<file path="src/logic/lowvolt_map_regs.svh">
// register offsets, field positions and reset values of the id and lvd bank
`ifndef LOWVOLT_MAP_REGS_SVH
`define LOWVOLT_MAP_REGS_SVH

`define OFS_ID_HIGH 8'h00
`define OFS_ID_LOW 8'h04
`define OFS_LVCS 8'h08
`define OFS_IRQ_STATUS 8'h0c
`define OFS_IRQ_MASK 8'h10

`define LV_FLAG_BIT 7
`define LV_ACK_BIT 6
`define LV_IE_BIT 5
`define LV_RE_BIT 4
`define LV_SE_BIT 3
`define LV_ME_BIT 2
`define LV_RSV_BIT 1
`define LV_BG_BIT 0

`define RST_LV_IE 1'b0
`define RST_LV_RE 1'b1
`define RST_LV_SE 1'b1
`define RST_LV_ME 1'b1
`define RST_LV_BG 1'b0

`define IRQ_LV_BIT 0
`define IRQ_WO_BIT 1
`define IRQ_W 2
`define RST_IRQ 2'h0

`endif

</file>
<file path="src/logic/sysid_lowvolt_pkg.sv">
// types and address decode shared by the id and lvd bank
`include "lowvolt_map_regs.svh"
package sysid_lowvolt_pkg;
	typedef logic [7:0] byte_t;
	typedef logic [31:0] word_t;
	typedef enum logic [2:0] {
		SEL_ID_HIGH = 3'b000,
		SEL_ID_LOW = 3'b001,
		SEL_LVCS = 3'b010,
		SEL_IRQ_STATUS = 3'b011,
		SEL_IRQ_MASK = 3'b100,
		SEL_NONE = 3'b111
	} reg_sel_e;

	function automatic reg_sel_e decode(input logic [11:0] addr);
		reg_sel_e s;
		s = SEL_NONE;
		if (addr[11:8] == 4'h0) begin
			case (addr[7:0])
				`OFS_ID_HIGH: s = SEL_ID_HIGH;
				`OFS_ID_LOW: s = SEL_ID_LOW;
				`OFS_LVCS: s = SEL_LVCS;
				`OFS_IRQ_STATUS: s = SEL_IRQ_STATUS;
				`OFS_IRQ_MASK: s = SEL_IRQ_MASK;
				default: s = SEL_NONE;
			endcase
		end
		return s;
	endfunction
endpackage

</file>
<file path="src/logic/sysid_lowvolt_top.sv">
// apb register bank: device id and low-voltage detect control
`timescale 1ns/10ps
`default_nettype none
`include "lowvolt_map_regs.svh"
module sysid_lowvolt_top
	import sysid_lowvolt_pkg::*;
#(
	// arbitrary neutral part id
	parameter logic [11:0] PART_ID = 12'h5a3,
	// value shown in the reserved id nibble
	parameter logic [3:0] ID_RSV_VAL = 4'h0
) (
	// clock, reset, enable
	input wire logic clk,
	input wire logic rst,
	input wire logic ce,
	// apb slave
	input wire logic psel,
	input wire logic penable,
	input wire logic pwrite,
	input wire logic [11:0] paddr,
	input wire logic [31:0] pwdata,
	input wire logic [3:0] pstrb,
	output logic [31:0] prdata,
	output logic pready,
	output logic pslverr,
	// analog detector and power modes
	input wire logic lv_detect_in,
	input wire logic stop_mode,
	input wire logic stop2_wake,
	output logic lv_detector_en,
	output logic bandgap_buf_en,
	// requests
	output logic lowvolt_irq,
	output logic mcu_reset_req,
	output logic irq
);
	logic lv_sync;
	logic setup;
	logic wr_fire;
	logic lv_wr;
	logic ist_wr;
	logic imsk_wr;
	logic flag_set;
	logic detect_on;
	logic wo_viol;
	reg_sel_e sel;
	byte_t wb;
	byte_t rd_byte;
	byte_t lvcs_rd;
	logic flag_q;
	logic ie_q;
	logic se_q;
	logic bg_q;
	logic re_q;
	logic me_q;
	logic re_locked;
	logic me_locked;
	logic pready_q;
	logic pslverr_q;
	word_t prdata_q;
	logic lowvolt_irq_q;
	logic mcu_reset_req_q;
	logic lv_detector_en_q;
	logic irq_q;
	logic [`IRQ_W-1:0] ist_q;
	logic [`IRQ_W-1:0] imsk_q;
	logic [`IRQ_W-1:0] ev;

	// detector output is asynchronous to the bus clock
	lowvolt_sync2 u_sync (
		.clk(clk),
		.rst(rst),
		.ce(ce),
		.async_in(lv_detect_in),
		.sync_out(lv_sync)
	);

	// bus decode; only byte lane 0 carries register data
	assign sel = decode(paddr);
	assign setup = psel && !penable;
	assign wr_fire = psel && penable && pready_q && pwrite && !pslverr_q;
	assign wb = pwdata[7:0];
	assign lv_wr = wr_fire && (sel == SEL_LVCS) && pstrb[0];
	assign ist_wr = wr_fire && (sel == SEL_IRQ_STATUS) && pstrb[0];
	assign imsk_wr = wr_fire && (sel == SEL_IRQ_MASK) && pstrb[0];

	// write-once master and reset enables
	write_once_bit #(
		.RST_VAL(`RST_LV_ME)
	) u_me (
		.clk(clk),
		.rst(rst),
		.ce(ce),
		.we(lv_wr),
		.d(wb[`LV_ME_BIT]),
		.q(me_q),
		.locked(me_locked)
	);

	write_once_bit #(
		.RST_VAL(`RST_LV_RE)
	) u_re (
		.clk(clk),
		.rst(rst),
		.ce(ce),
		.we(lv_wr),
		.d(wb[`LV_RE_BIT]),
		.q(re_q),
		.locked(re_locked)
	);

	// plain read/write enables; stop2 wakeup touches none of them
	always_ff @(posedge clk or posedge rst) begin
		if (rst) begin
			ie_q <= `RST_LV_IE;
			se_q <= `RST_LV_SE;
			bg_q <= `RST_LV_BG;
		end else if (ce && lv_wr) begin
			ie_q <= wb[`LV_IE_BIT];
			se_q <= wb[`LV_SE_BIT];
			bg_q <= wb[`LV_BG_BIT];
		end
	end

	// detection runs in stop only with stop enable set
	assign detect_on = me_q && (!stop_mode || se_q);
	assign flag_set = lv_sync && detect_on;

	// set beats a simultaneous acknowledge so no event is lost
	always_ff @(posedge clk or posedge rst) begin
		if (rst) begin
			flag_q <= 1'b0;
		end else if (ce) begin
			if (flag_set) begin
				flag_q <= 1'b1;
			end else if (lv_wr && wb[`LV_ACK_BIT]) begin
				flag_q <= 1'b0;
			end
		end
	end

	// registered requests to the system
	always_ff @(posedge clk or posedge rst) begin
		if (rst) begin
			lowvolt_irq_q <= 1'b0;
			mcu_reset_req_q <= 1'b0;
			lv_detector_en_q <= 1'b0;
		end else if (ce) begin
			lowvolt_irq_q <= flag_q && ie_q;
			mcu_reset_req_q <= flag_q && re_q && me_q;
			lv_detector_en_q <= detect_on;
		end
	end

	// sticky events: flag rising, rejected write-once write
	assign wo_viol = lv_wr && me_locked && re_locked;
	assign ev[`IRQ_LV_BIT] = flag_set && !flag_q;
	assign ev[`IRQ_WO_BIT] = wo_viol;

	genvar gi;
	generate
		for (gi = 0; gi < `IRQ_W; gi++) begin : g_ist
			always_ff @(posedge clk or posedge rst) begin
				if (rst) begin
					ist_q[gi] <= 1'b0;
				end else if (ce) begin
					if (ev[gi]) begin
						ist_q[gi] <= 1'b1;
					end else if (ist_wr && wb[gi]) begin
						ist_q[gi] <= 1'b0;
					end
				end
			end
		end
	endgenerate

	always_ff @(posedge clk or posedge rst) begin
		if (rst) begin
			imsk_q <= `RST_IRQ;
		end else if (ce && imsk_wr) begin
			imsk_q <= wb[`IRQ_W-1:0];
		end
	end

	always_ff @(posedge clk or posedge rst) begin
		if (rst) begin
			irq_q <= 1'b0;
		end else if (ce) begin
			irq_q <= |(ist_q & imsk_q);
		end
	end

	// read view; ack and reserved bit always read zero
	always_comb begin
		lvcs_rd = 8'h00;
		lvcs_rd[`LV_FLAG_BIT] = flag_q;
		lvcs_rd[`LV_IE_BIT] = ie_q;
		lvcs_rd[`LV_RE_BIT] = re_q;
		lvcs_rd[`LV_SE_BIT] = se_q;
		lvcs_rd[`LV_ME_BIT] = me_q;
		lvcs_rd[`LV_BG_BIT] = bg_q;
	end

	always_comb begin
		case (sel)
			SEL_ID_HIGH: rd_byte = {ID_RSV_VAL, PART_ID[11:8]};
			SEL_ID_LOW: rd_byte = PART_ID[7:0];
			SEL_LVCS: rd_byte = lvcs_rd;
			SEL_IRQ_STATUS: rd_byte = {6'h00, ist_q};
			SEL_IRQ_MASK: rd_byte = {6'h00, imsk_q};
			default: rd_byte = 8'h00;
		endcase
	end

	// answer in the first access cycle: data latched in setup
	always_ff @(posedge clk or posedge rst) begin
		if (rst) begin
			pready_q <= 1'b0;
			pslverr_q <= 1'b0;
			prdata_q <= 32'h0;
		end else if (ce) begin
			pready_q <= setup;
			pslverr_q <= setup && (sel == SEL_NONE);
			if (setup && !pwrite) begin
				prdata_q <= {24'h0, rd_byte};
			end else begin
				prdata_q <= 32'h0;
			end
		end
	end

	assign prdata = prdata_q;
	assign pready = pready_q;
	assign pslverr = pslverr_q;
	assign lowvolt_irq = lowvolt_irq_q;
	assign mcu_reset_req = mcu_reset_req_q;
	assign lv_detector_en = lv_detector_en_q;
	assign bandgap_buf_en = bg_q;
	assign irq = irq_q;
endmodule
`default_nettype wire

</file>
<file path="src/logic/lowvolt_sync2.sv">
// two-flop synchroniser for the analog detector level
`timescale 1ns/10ps
`default_nettype none
module lowvolt_sync2 (
	// clock and reset
	input wire logic clk,
	input wire logic rst,
	input wire logic ce,
	// level in and out
	input wire logic async_in,
	output logic sync_out
);
	logic meta_q;

	always_ff @(posedge clk or posedge rst) begin
		if (rst) begin
			meta_q <= 1'b0;
			sync_out <= 1'b0;
		end else if (ce) begin
			meta_q <= async_in;
			sync_out <= meta_q;
		end
	end
endmodule
`default_nettype wire

</file>
<file path="src/logic/write_once_bit.sv">
// control bit that takes only the first write after reset
`timescale 1ns/10ps
`default_nettype none
module write_once_bit #(
	parameter logic RST_VAL = 1'b0
) (
	// clock and reset
	input wire logic clk,
	input wire logic rst,
	input wire logic ce,
	// write side
	input wire logic we,
	input wire logic d,
	// state
	output logic q,
	output logic locked
);
	always_ff @(posedge clk or posedge rst) begin
		if (rst) begin
			q <= RST_VAL;
			locked <= 1'b0;
		end else if (ce && we && !locked) begin
			q <= d;
			locked <= 1'b1;
		end
	end
endmodule
`default_nettype wire

</file>
<file path="config.mk">
export PLATFORM = sky130hd
export DESIGN_NAME = sysid_lowvolt_top
export DESIGN_NICKNAME = d
export VERILOG_FILES = /design/src/logic/sysid_lowvolt_pkg.sv /design/src/logic/sysid_lowvolt_top.sv /design/src/logic/lowvolt_sync2.sv /design/src/logic/write_once_bit.sv
export VERILOG_INCLUDE_DIRS = /design/src /design/src/logic
export SDC_FILE = /design/constraint.sdc
export NUM_CORES = 1
export LEC_CHECK = 0
export ABC_CLOCK_PERIOD_IN_PS = 2280
export BUFFER_PORTS_ARGS = -buffer_cell sky130_fd_sc_hd__buf_2
export CAP_MARGIN = 0
export CORE_ASPECT_RATIO = 2
export CORE_MARGIN = 2
export CORE_UTILIZATION = 30
export DETAILED_ROUTE_END_ITERATION = 6
export GPL_TIMING_DRIVEN = 0
export SYNTH_ARGS = -nofsm -noshare
export SYNTH_HDL_FRONTEND = slang
export SYNTH_HIERARCHICAL = 1
export SYNTH_SLANG_ARGS = --single-unit
</file>
<file path="constraint.sdc">
create_clock -name clk -period 2.28 [get_ports clk]
set_input_delay 0.228 -clock clk [delete_from_list [all_inputs] [get_ports clk]]
set_output_delay 0.228 -clock clk [all_outputs]
set_load 0.01 [all_outputs]
</file>
==> qor.yml, run 1 <==
status: "finished clean"
power_density_mw_per_mm2: 462
vias_per_cell: 4.46
whs_ps: 179
sw_frac_of_total_pct: 25.5
grt_pass1_wl_um: 5340
mostFrequentLayoutCell: "buf_2"
crit_path_max_fanout: 6
die_h_um: 105
netlist_area_mm2: 0.00154
grt_max_degree: 22
crit_path_start_kind: "flop"
finalCritPeriodShare_pct: 83.2
hp-start: "pwdata[2]"
final_cell_mix: "buf_2, buf_4, conb_1"
drive_above_1_share_pct: 44.1
ys_seq_area_share_pct: 44.1
drv_cap: 0
grt_pass1_vias: 1158
drt_pass1_iterations: 4
cp-startpoint: "pslverr"
syn-instance-count: 142
maxSlewViolCount: 0
max_stage_delay_ps: 510
hold_viol_final: 0
hold_class: "input pin to flop"
reg2reg_to: "imsk_q[1]"
critPathRequiredTime_ps: 2440
rsz0062_at_grt: "false"
cp_slowest_cell: "nor4_1"
p_int_uw: 673
cts.clk_slew.worst_paths_ps: 90
synth.distinct_cells: 40
drt_iter0_drc: 16
ant_nets: 0
cellLeakagePower_nw: 1.04
avgSynthCellArea_um2: 10.8
synth_edf_count: 0
setup_viol: 0
tns_ps: 0
p_clk_share_pct: 30.0
rr_worst_depth: 4
cts_root_buffer: "clkbuf_8"
num_antenna_cells: 0
vias: 1194
design.core.area_mm2: 0.00491
die_area_mm2: 0.00576
power_frac_comb_pct: 15.6
critical_path_class: "flop to flop"
critPathArrivalTime_ps: 2060
cts_buffer_depth: 2
ys_ff_latch: 27
gp_congestion: 0.843
post-dp-hpwl_um: 2810
postCtsSetupBuffers: 0
reg2reg_slack_ps: 380
cts-htree-levels: 1
p_total_uw: 904
period_minus_slack_ps: 1900
port_buffers: 40
die_x_um: 54.7
grtUsageTotal_pct: 12.6
cts_tree: "yes"
yosysWarnings: 6
initial_utilization_pct: 31.4
syn_to_final_growth_pct: 27.1
path_cells: "and4b_1, nand3_1, nor4_1, mux2_2"
worstMarginPinSlew_ps: 829
seqPwrFrac_pct: 54.4
placed_area_mm2: 0.00190
nets: 269
use_met1_pct: 13.6
largest_reg_flops: 7
slew_headroom_pct: 44.7
met2_usage_pct: 21.9
grt.met3_usage_pct: 1.70
fin_area_mm2: 0.00196
ir_drop_mv: 0.287
hold_path_depth: 2
floorplan.rows: 36
yosys_most_used_dff: "dfrtp_1"
drc: 0
antenna_found_initial: 0
cts.sinks: 27
wirelength_um: 3390
grt-ovfl-total: 0
crit_path_end_kind: "flop"
drt-wirelength-per-cell_um: 12.6
worst_hold_path.endpoint: "u_me/q"
reg2reg_from: "pslverr"
top_usage_layer: "met2"
asyncSetResetFlopFracSynth_pct: 100
io-pin-count: 96
cts_inserted_buffers: 3
fmax_mhz: 527
switchingPower_uw: 231
skew_ps: 2.19
clk_latency_ps: 270
critical path, delay by kind of cell (launching register included):
| family | cells | cell delay [ps] |
|---|---|---|
| DFF | 1 | 390 |
| and+or+nand+nor | 3 | 1020 |
| muxes | 1 | 390 |
Yosys cell counts, types with 5 or more instances:
master / count / area (um^2)
buf_4: 25 / 188
dfrtp_1: 24 / 601
inv_1: 12 / 45.0
mux2_2: 8 / 90.1
nor2_1: 7 / 26.3
nand2_1: 5 / 18.8
nand3_1: 5 / 25.0
o21ai_0: 5 / 25.0
what timing repair did:
action | 4_1_cts | 5_1_grt
gates resized for setup | 0 | 0
hold endpoints to repair | 5 | 0
hold buffers | 1 | 0
endpoints found under the setup margin | 0 | 0
layer usage:
metal,vias to the layer above,share of wire [%]
met3,11,7.2
met2,56,53
met5,-,0
li1,588,-
met1,539,36
met4,0,3.9
cells by family after synthesis:
| group | after synthesis | synth area share [%] |
|---|---|---|
| buffers and inverters | 40 | 15.8 |
| AND/OR/NAND/NOR | 36 | 17.5 |
| AO/OA/AOI/OAI | 28 | 14.5 |
| flip-flops | 27 | 44.1 |
| multiplexers | 10 | 7.80 |
| other | 1 | 0.243 |
area by class of cell:
cell class                 count  area [um^2]
timing repair buffer          41          210
inverter                      13         48.8
clock inverter                 1         5.00
clock buffer                   3         41.3
fill                         512         2950
sequential                    27          679
buffer                        27          195
multi-input combinational     99          707
tap                           57         71.3
how the worst max path moves through the flow:
stage | endpoint | depth (start not counted)
floorplan | u_me/q | 5
global placement | u_re/q | 6
detailed placement | u_re/q | 6
CTS | imsk_q[1] | 4
global route | imsk_q[1] | 4
finish | imsk_q[1] | 4
metrics by stage:
step / util (%) / instances / setup slack, ps
2_1_floorplan: - / 166 / 569
3_3_place_gp: 38.7 / 263 / 178
3_5_place_dp: 38.7 / 263 / 198
4_1_cts: 39.9 / 268 / 390
5_1_grt: 39.9 / 268 / 266
6_report: 39.9 / 268 / 383
power by group through the flow:
stage               Clock [mW]  Sequential (mW)  Combinational, mW
global placement             0            0.501              0.139
detailed placement           0            0.501              0.140
floorplan                    0            0.502             0.0894
CTS                      0.278            0.492              0.142
finish                   0.271            0.491              0.141
global route             0.303            0.493              0.159
Note: power is estimated with default switching activity, not from simulation.
==> run 2, diff against run 1 <==
Settings changed: ABC_CLOCK_PERIOD_IN_PS 2280 to 1720.
Clock period 2.28 ns to 1.72 ns, I/O delays scaled along.
==> run 2 against run 1 <==
  * First-iteration DRC count down 19%
  * Die area unchanged
  * Sequential power is 33% higher
  * Clock-buffer cell count is the same
  * Flip-flop and latch count unchanged
  * Utilization rose by 0.74 points
  * Global-route usage increased by 0.30 points
  * Clock skew grew 1.3 ps
  * Worst setup slack worse by 340 ps
  * Hold slack got worse by 56 ps
  * Non-clock buffer count is 2 higher
==> qor.yml, run 2 (synthesized netlist as in run 1, its figures left out) <==
status: "finished clean"
slew_headroom_pct: 44.1  # -0.54 points
grt_max_degree: 22  # unchanged
cellLeakagePower_nw: 1.05  # +1.1%
power_frac_comb_pct: 16.0  # +0.4 points
num_antenna_cells: 0  # unchanged
reg2reg_from: "pslverr"
critical_path_class: "flop to flop"
nets: 271  # +0.74%
initial_utilization_pct: 31.4  # unchanged
reg2reg_slack_ps: 40  # -340 ps
crit_path_end_kind: "flop"
hold_viol_final: 0  # unchanged
io-pin-count: 96  # unchanged
fin_area_mm2: 0.00199  # +1.9%
drive_above_1_share_pct: 46.0  # +1.9 points
grt_pass1_vias: 1183  # +2.2%
gp_congestion: 0.843  # unchanged
sw_frac_of_total_pct: 25.7  # +0.21 points
drt_iter0_drc: 13  # -3
vias: 1214  # +1.7%
path_cells: "and4b_1, nand3_4, nor4b_4, buf_4, mux2_2"
cts-htree-levels: 1  # unchanged
maxSlewViolCount: 0  # unchanged
p_clk_share_pct: 29.9  # about the same
drc: 0  # unchanged
floorplan.rows: 36  # unchanged
port_buffers: 40  # unchanged
critPathRequiredTime_ps: 1880  # -560 ps
skew_ps: 3.47  # +1.29 ps
cp_slowest_cell: "dfrtp_1"
cts.sinks: 27  # unchanged
reg2reg_to: "bandgap_buf_en"
rr_worst_depth: 5  # +1
crit_end: "bandgap_buf_en"
die_h_um: 105  # unchanged
grtUsageTotal_pct: 12.9  # +0.30 points
crit_path_start_kind: "flop"
cp-startpoint: "pslverr"
drt-wirelength-per-cell_um: 12.8  # +1.6%
grt_pass1_wl_um: 5490  # +2.7%
drv_cap: 0  # unchanged
cts_inserted_buffers: 3  # unchanged
period_minus_slack_ps: 1680  # -218 ps
post-dp-hpwl_um: 2810  # unchanged
vias_per_cell: 4.50  # +0.92%
final_cell_mix: "buf_2, buf_4, conb_1"
worstMarginPinSlew_ps: 837  # +8.07 ps
ir_drop_mv: 0.381  # +33%
cts.clk_slew.worst_paths_ps: 90  # about the same
antenna_found_initial: 0  # unchanged
die_area_mm2: 0.00576  # unchanged
p_int_uw: 895  # +33%
drt_pass1_iterations: 4  # unchanged
rsz0062_at_grt: "true"
syn_to_final_growth_pct: 29.5
mostFrequentLayoutCell: "buf_2"
seqPwrFrac_pct: 54.1  # -0.3 points
power_density_mw_per_mm2: 604  # +31%
fmax_mhz: 595  # +13%
setup_viol: 0  # unchanged
largest_reg_flops: 7  # unchanged
cts_buffer_depth: 2  # unchanged
switchingPower_uw: 310  # +34%
cts_tree: "yes"
finalCritPeriodShare_pct: 97.7  # +14 points
clk_latency_ps: 270  # about the same
placed_area_mm2: 0.00190  # unchanged
hold_class: "input pin to flop"
design.core.area_mm2: 0.00491  # unchanged
cts_root_buffer: "clkbuf_8"
placedCellCount: 263  # unchanged
ant_nets: 0  # unchanged
critPathArrivalTime_ps: 1840  # -220 ps
instances_no_fill: 270  # +0.75%
die_x_um: 54.7  # unchanged
crit_path_max_fanout: 6  # unchanged
grt-ovfl-total: 0  # unchanged
wirelength_um: 3470  # +2.4%
max_stage_delay_ps: 400  # -110 ps
-- run 2: worst min-delay path by stage --
stage,startpoint,endpoint,slack [ps],cells past startpoint
finish,pwdata[2],u_me/q,120,2
global route,pwrite,prdata[2],120,2
CTS,pwdata[2],u_me/q,120,2
detailed placement,rst,u_re/locked,60,2
global placement,rst,u_sync/meta_q,60,2
floorplan,rst,u_me/locked,-90,1
-- run 2: power by group through the flow --
| stage | combinational, mW | clock, mW | sequential (mW) |
|---|---|---|---|
| finish | 0.193 | 0.360 | 0.652 |
| CTS | 0.190 | 0.368 | 0.652 |
| global placement | 0.184 | 0 | 0.664 |
| global route | 0.217 | 0.401 | 0.653 |
| floorplan | 0.119 | 0 | 0.666 |
| detailed placement | 0.185 | 0 | 0.664 |
-- run 2: per-layer routing --
metal	global-route usage [%]	wire (um)	share of wire, %
met1	14.0	1240	36
met2	22.5	1880	54
met3	1.56	224	6.5
met4	6.79	125	3.6
met5	0	0	0
-- run 2: cell type report --
type | instances | area, um^2
timing repair buffer | 43 | 225
tap | 57 | 71.3
multi-input combinational | 99 | 728
clock inverter | 1 | 5.00
clock buffer | 3 | 41.3
inverter | 13 | 48.8
fill | 519 | 2920
buffer | 27 | 195
sequential | 27 | 679
-- run 2: critical path: cells and delay by family, from the launching register on --
kind / cells / cell delay (ps)
flops: 1 / 400
buf+inv: 1 / 180
mux: 1 / 330
simple gates: 3 / 660
-- run 2: metrics by stage --
stage	setup WS [ps]	util (%)	hold WS [ps]	TNS [ps]	power, mW
2_1_floorplan	9.12	-	-87.5	0	0.784
3_3_place_gp	-326	38.7	60.6	-1820	0.848
5_1_grt	-29.3	40.6	120	-53.2	1.27
4_1_cts	3.67	40.5	120	0	1.21
6_report	40.2	40.6	122	0	1.21
3_5_place_dp	-306	38.7	62.2	-1830	0.850
-- run 2: repair_timing --
| action | 4_1_cts | 5_1_grt |
|---|---|---|
| endpoints found under the setup margin | 7 | 3 |
| hold endpoints to repair | 6 | 0 |
| buffers inserted | 1 | 1 |
| gates cloned | 0 | 0 |
| hold buffers | 1 | 0 |
| resized for setup | 4 | 0 |
| pin swaps | 2 | 2 |
==> run 3, diff against run 2 <==
Settings changed: ABC_AREA set to 1, CORE_ASPECT_RATIO 2 to 1.4, CORE_MARGIN 2 to not set.
==> run 3 against run 2 <==
  * Critical endpoint is now u_re/q
  * Utilization decreased by 0.22 points
  * Total power down 2.6%
  * Critical path depth increased by 2
  * Wire length is 3.7% lower
  * Highest routed layer unchanged
  * Clock power down 3%
  * Register-to-register slack better by 330 ps
  * Final area rose by 0.38%
  * Die area down 3.9%
  * First-iteration DRC count is 7.7% lower
  * Hold slack worse by 30 ps
  * Combinational power fell by 11%
==> qor.yml, run 3 <==
status: "finished clean"
slew_headroom_pct: 45.2  # +1.0 points
avgSynthCellArea_um2: 7.94  # -27%
hold_viol_final: 0  # unchanged
vias: 1370  # +13%
yosysMostFrequentCell: "nand2_1"
crit_path_max_fanout: 4  # -2
critPathRequiredTime_ps: 1930  # +50 ps
cp_common_cell: "nand2_1"
critical_path_class: "flop to flop"
grt_pass1_wl_um: 5690  # +3.8%
grt_max_degree: 22  # unchanged
max_stage_delay_ps: 380  # -20 ps
netlist_area_mm2: 0.00157  # +2.0%
ys_ff_latch: 27  # unchanged
maxSlewViolCount: 0  # unchanged
die_h_um: 87.6  # -17%
tns_ps: 0  # unchanged
cts-htree-levels: 1  # unchanged
seq_area_um2: 679  # unchanged
crit_path_start_kind: "flop"
grtUsageTotal_pct: 13.1  # +0.17 points
gp_congestion: 0.841  # -0.25%
yosys.area.top_type: "dfrtp_1"
fillers: 544  # +4.8%
die_x_um: 63.2  # +16%
io-pin-count: 96  # unchanged
fin_area_mm2: 0.00200  # +0.38%
power_density_mw_per_mm2: 586  # -3.0%
drt_pass1_iterations: 4  # unchanged
floorplan.rows: 30  # -17%
die_area_mm2: 0.00554  # -3.9%
yosys_most_used_dff: "dfrtp_1"
syn_to_final_growth_pct: 27.4
path_cells: "nand4_1, nor2_1, nand2_1, nor2_1, nand3_2, nand2_1, nand2_1"
drt_iter0_drc: 12  # -1
postCtsSetupBuffers: 0  # -1
crit_buf_inv: 0  # -1
placed_area_mm2: 0.00195  # +2.4%
cts.clk_slew.worst_paths_ps: 90  # about the same
worstMarginPinSlew_ps: 821  # -15.7 ps
cts_hold_buf: 1  # unchanged
ant_nets: 0  # unchanged
cp_top_family: "simple AND/OR/NAND/NOR gates"
initial_utilization_pct: 31.7  # +0.35 points
cts_root_buffer: "clkbuf_8"
synth_edf_count: 0  # unchanged
netlist.area_leader.share_pct: 38.2  # -0.78 points
grt_pass1_vias: 1301  # +10%
asyncSetResetFlopFracSynth_pct: 100  # unchanged
critPathArrivalTime_ps: 1560  # -280 ps
drt-wirelength-per-cell_um: 10.1  # -22%
design.core.area_mm2: 0.00495  # +0.92%
fmax_mhz: 738  # +24%
setup_viol: 0  # unchanged
skew_ps: 1.38  # -2.09 ps
cts_buffer_depth: 2  # unchanged
cellLeakagePower_nw: 1.11  # +5.2%
grt-ovfl-total: 0  # unchanged
rsz0062_at_grt: "false"
drc: 0  # unchanged
drive_above_1_share_pct: 33.2  # -13 points
cts_tree: "yes"
nets: 326  # +20%
cp_slowest_cell: "dfrtp_1"
clk_latency_ps: 270  # about the same
cts_inserted_buffers: 3  # unchanged
post_cts_resized: 0  # -4
vias_per_cell: 4.13  # -8.2%
cts.sinks: 27  # unchanged
ys_seq_area_share_pct: 43.2  # -0.88 points
port_buffers: 41  # +2.5%
synth.distinct_cells: 24  # -40%
yosysWarnings: 6  # unchanged
ir_drop_mv: 0.316  # -17%
p_total_mw: 1.17  # -2.6%
ys_top_cells_by_count: "nand2_1, buf_4, dfrtp_1"
finalCritPeriodShare_pct: 78.7  # -19 points
hold_class: "input pin to flop"
final_cell_mix: "nand2_1, buf_2, buf_4, conb_1, dfrtp_1"
num_antenna_cells: 0  # unchanged
drv_cap: 0  # unchanged
period_minus_slack_ps: 1350  # -326 ps
synth_area_leaders: "dfrtp_1, nand2_1, buf_4, inv_1, dfstp_2"
syn-instance-count: 198  # +39%
antenna_found_initial: 0  # unchanged
fin_util_pct: 40.4  # -0.22 points
post-dp-hpwl_um: 2750  # -1.9%
largest_reg_flops: 7  # unchanged
crit_path_end_kind: "flop"
wirelength_um: 3340  # -3.7%
multi_input_area_um2: 692  # -5.0%
mostFrequentLayoutCell: "nand2_1"
==> run 3: cell count changes after synthesis, sizes merged, moves of 3 or more <==
| cell | before | now |
|---|---|---|
| nor2 | 7 | 20 |
| o21ai | 5 | 13 |
| a21o | 3 | 0 |
| nand3b | 3 | 0 |
| inv | 12 | 25 |
| nand2 | 5 | 58 |
| nand3 | 6 | 11 |
| nor2b | 3 | 0 |
| mux2 | 10 | 0 |
| o2bb2ai | 3 | 0 |
==> run 3: routing by layer <==
metal / track usage (%) / part of all wire, % / vias to the layer above
met5: 0 / 0 / -
li1: - / - / 709
met2: 24.2 / 51 / 52
met3: 2.60 / 6.8 / 5
met4: 4.96 / 1.6 / 0
met1: 14.7 / 40 / 604
==> run 3: final timing paths <==
check / slack (ps) / depth (start not counted) / to / start
min in group asynchronous: 320 / 3 / u_me/locked / rst
max: 370 / 7 / u_re/q / pready
max in group asynchronous: 570 / 3 / prdata[5] / rst
min: 90 / 3 / u_sync/meta_q / lv_detect_in
min reg2reg: 470 / 2 / se_q / se_q
max reg2reg: 370 / 7 / u_re/q / pready
==> run 3: worst reg2reg max path: stages, from the launching register on <==
cell and delay, ps:
dfrtp_1 380, nand4_1 110, nor2_1 90, nand2_1 120, nor2_1 340, nand3_2 130, nand2_1 70, nand2_1 50
==> run 3: area by class of cell <==
type                       instances  share of cell area, %
buffer                            26                   9.56
timing repair buffer              42                   10.7
inverter                          26                   4.94
clock buffer                       4                   2.25
tap                               64                   4.00
multi-input combinational        143                   34.6
sequential                        27                   33.9
==> run 3: logic make-up (layout without fill, tap and decap cells) <==
family / after synthesis / count (layout) / synth area share, %
AND/OR/NAND/NOR: 96 / 96 / 29.8
buffers and inverters: 52 / 98 / 18.5
flip-flops: 27 / 27 / 43.2
AO/OA/AOI/OAI: 22 / 22 / 8.28
other: 1 / 25 / 0.239
==> run 3: power breakdown <==
part           switching (mW)  internal (mW)  total [mW]
clock                   0.186          0.166       0.351
combinational          0.0949         0.0773       0.172
sequential            0.00590          0.644       0.650
total                   0.286          0.888        1.17
==> run 3: through the flow <==
step / setup slack, ps / hold WS (ps) / cells
floorplan: 467 / -87.5 / 222
global placement: 163 / 63.4 / 327
detailed placement: 127 / 62.1 / 327
CTS: 389 / 93.7 / 332
global route: 232 / 108 / 332
finish: 366 / 91.7 / 332
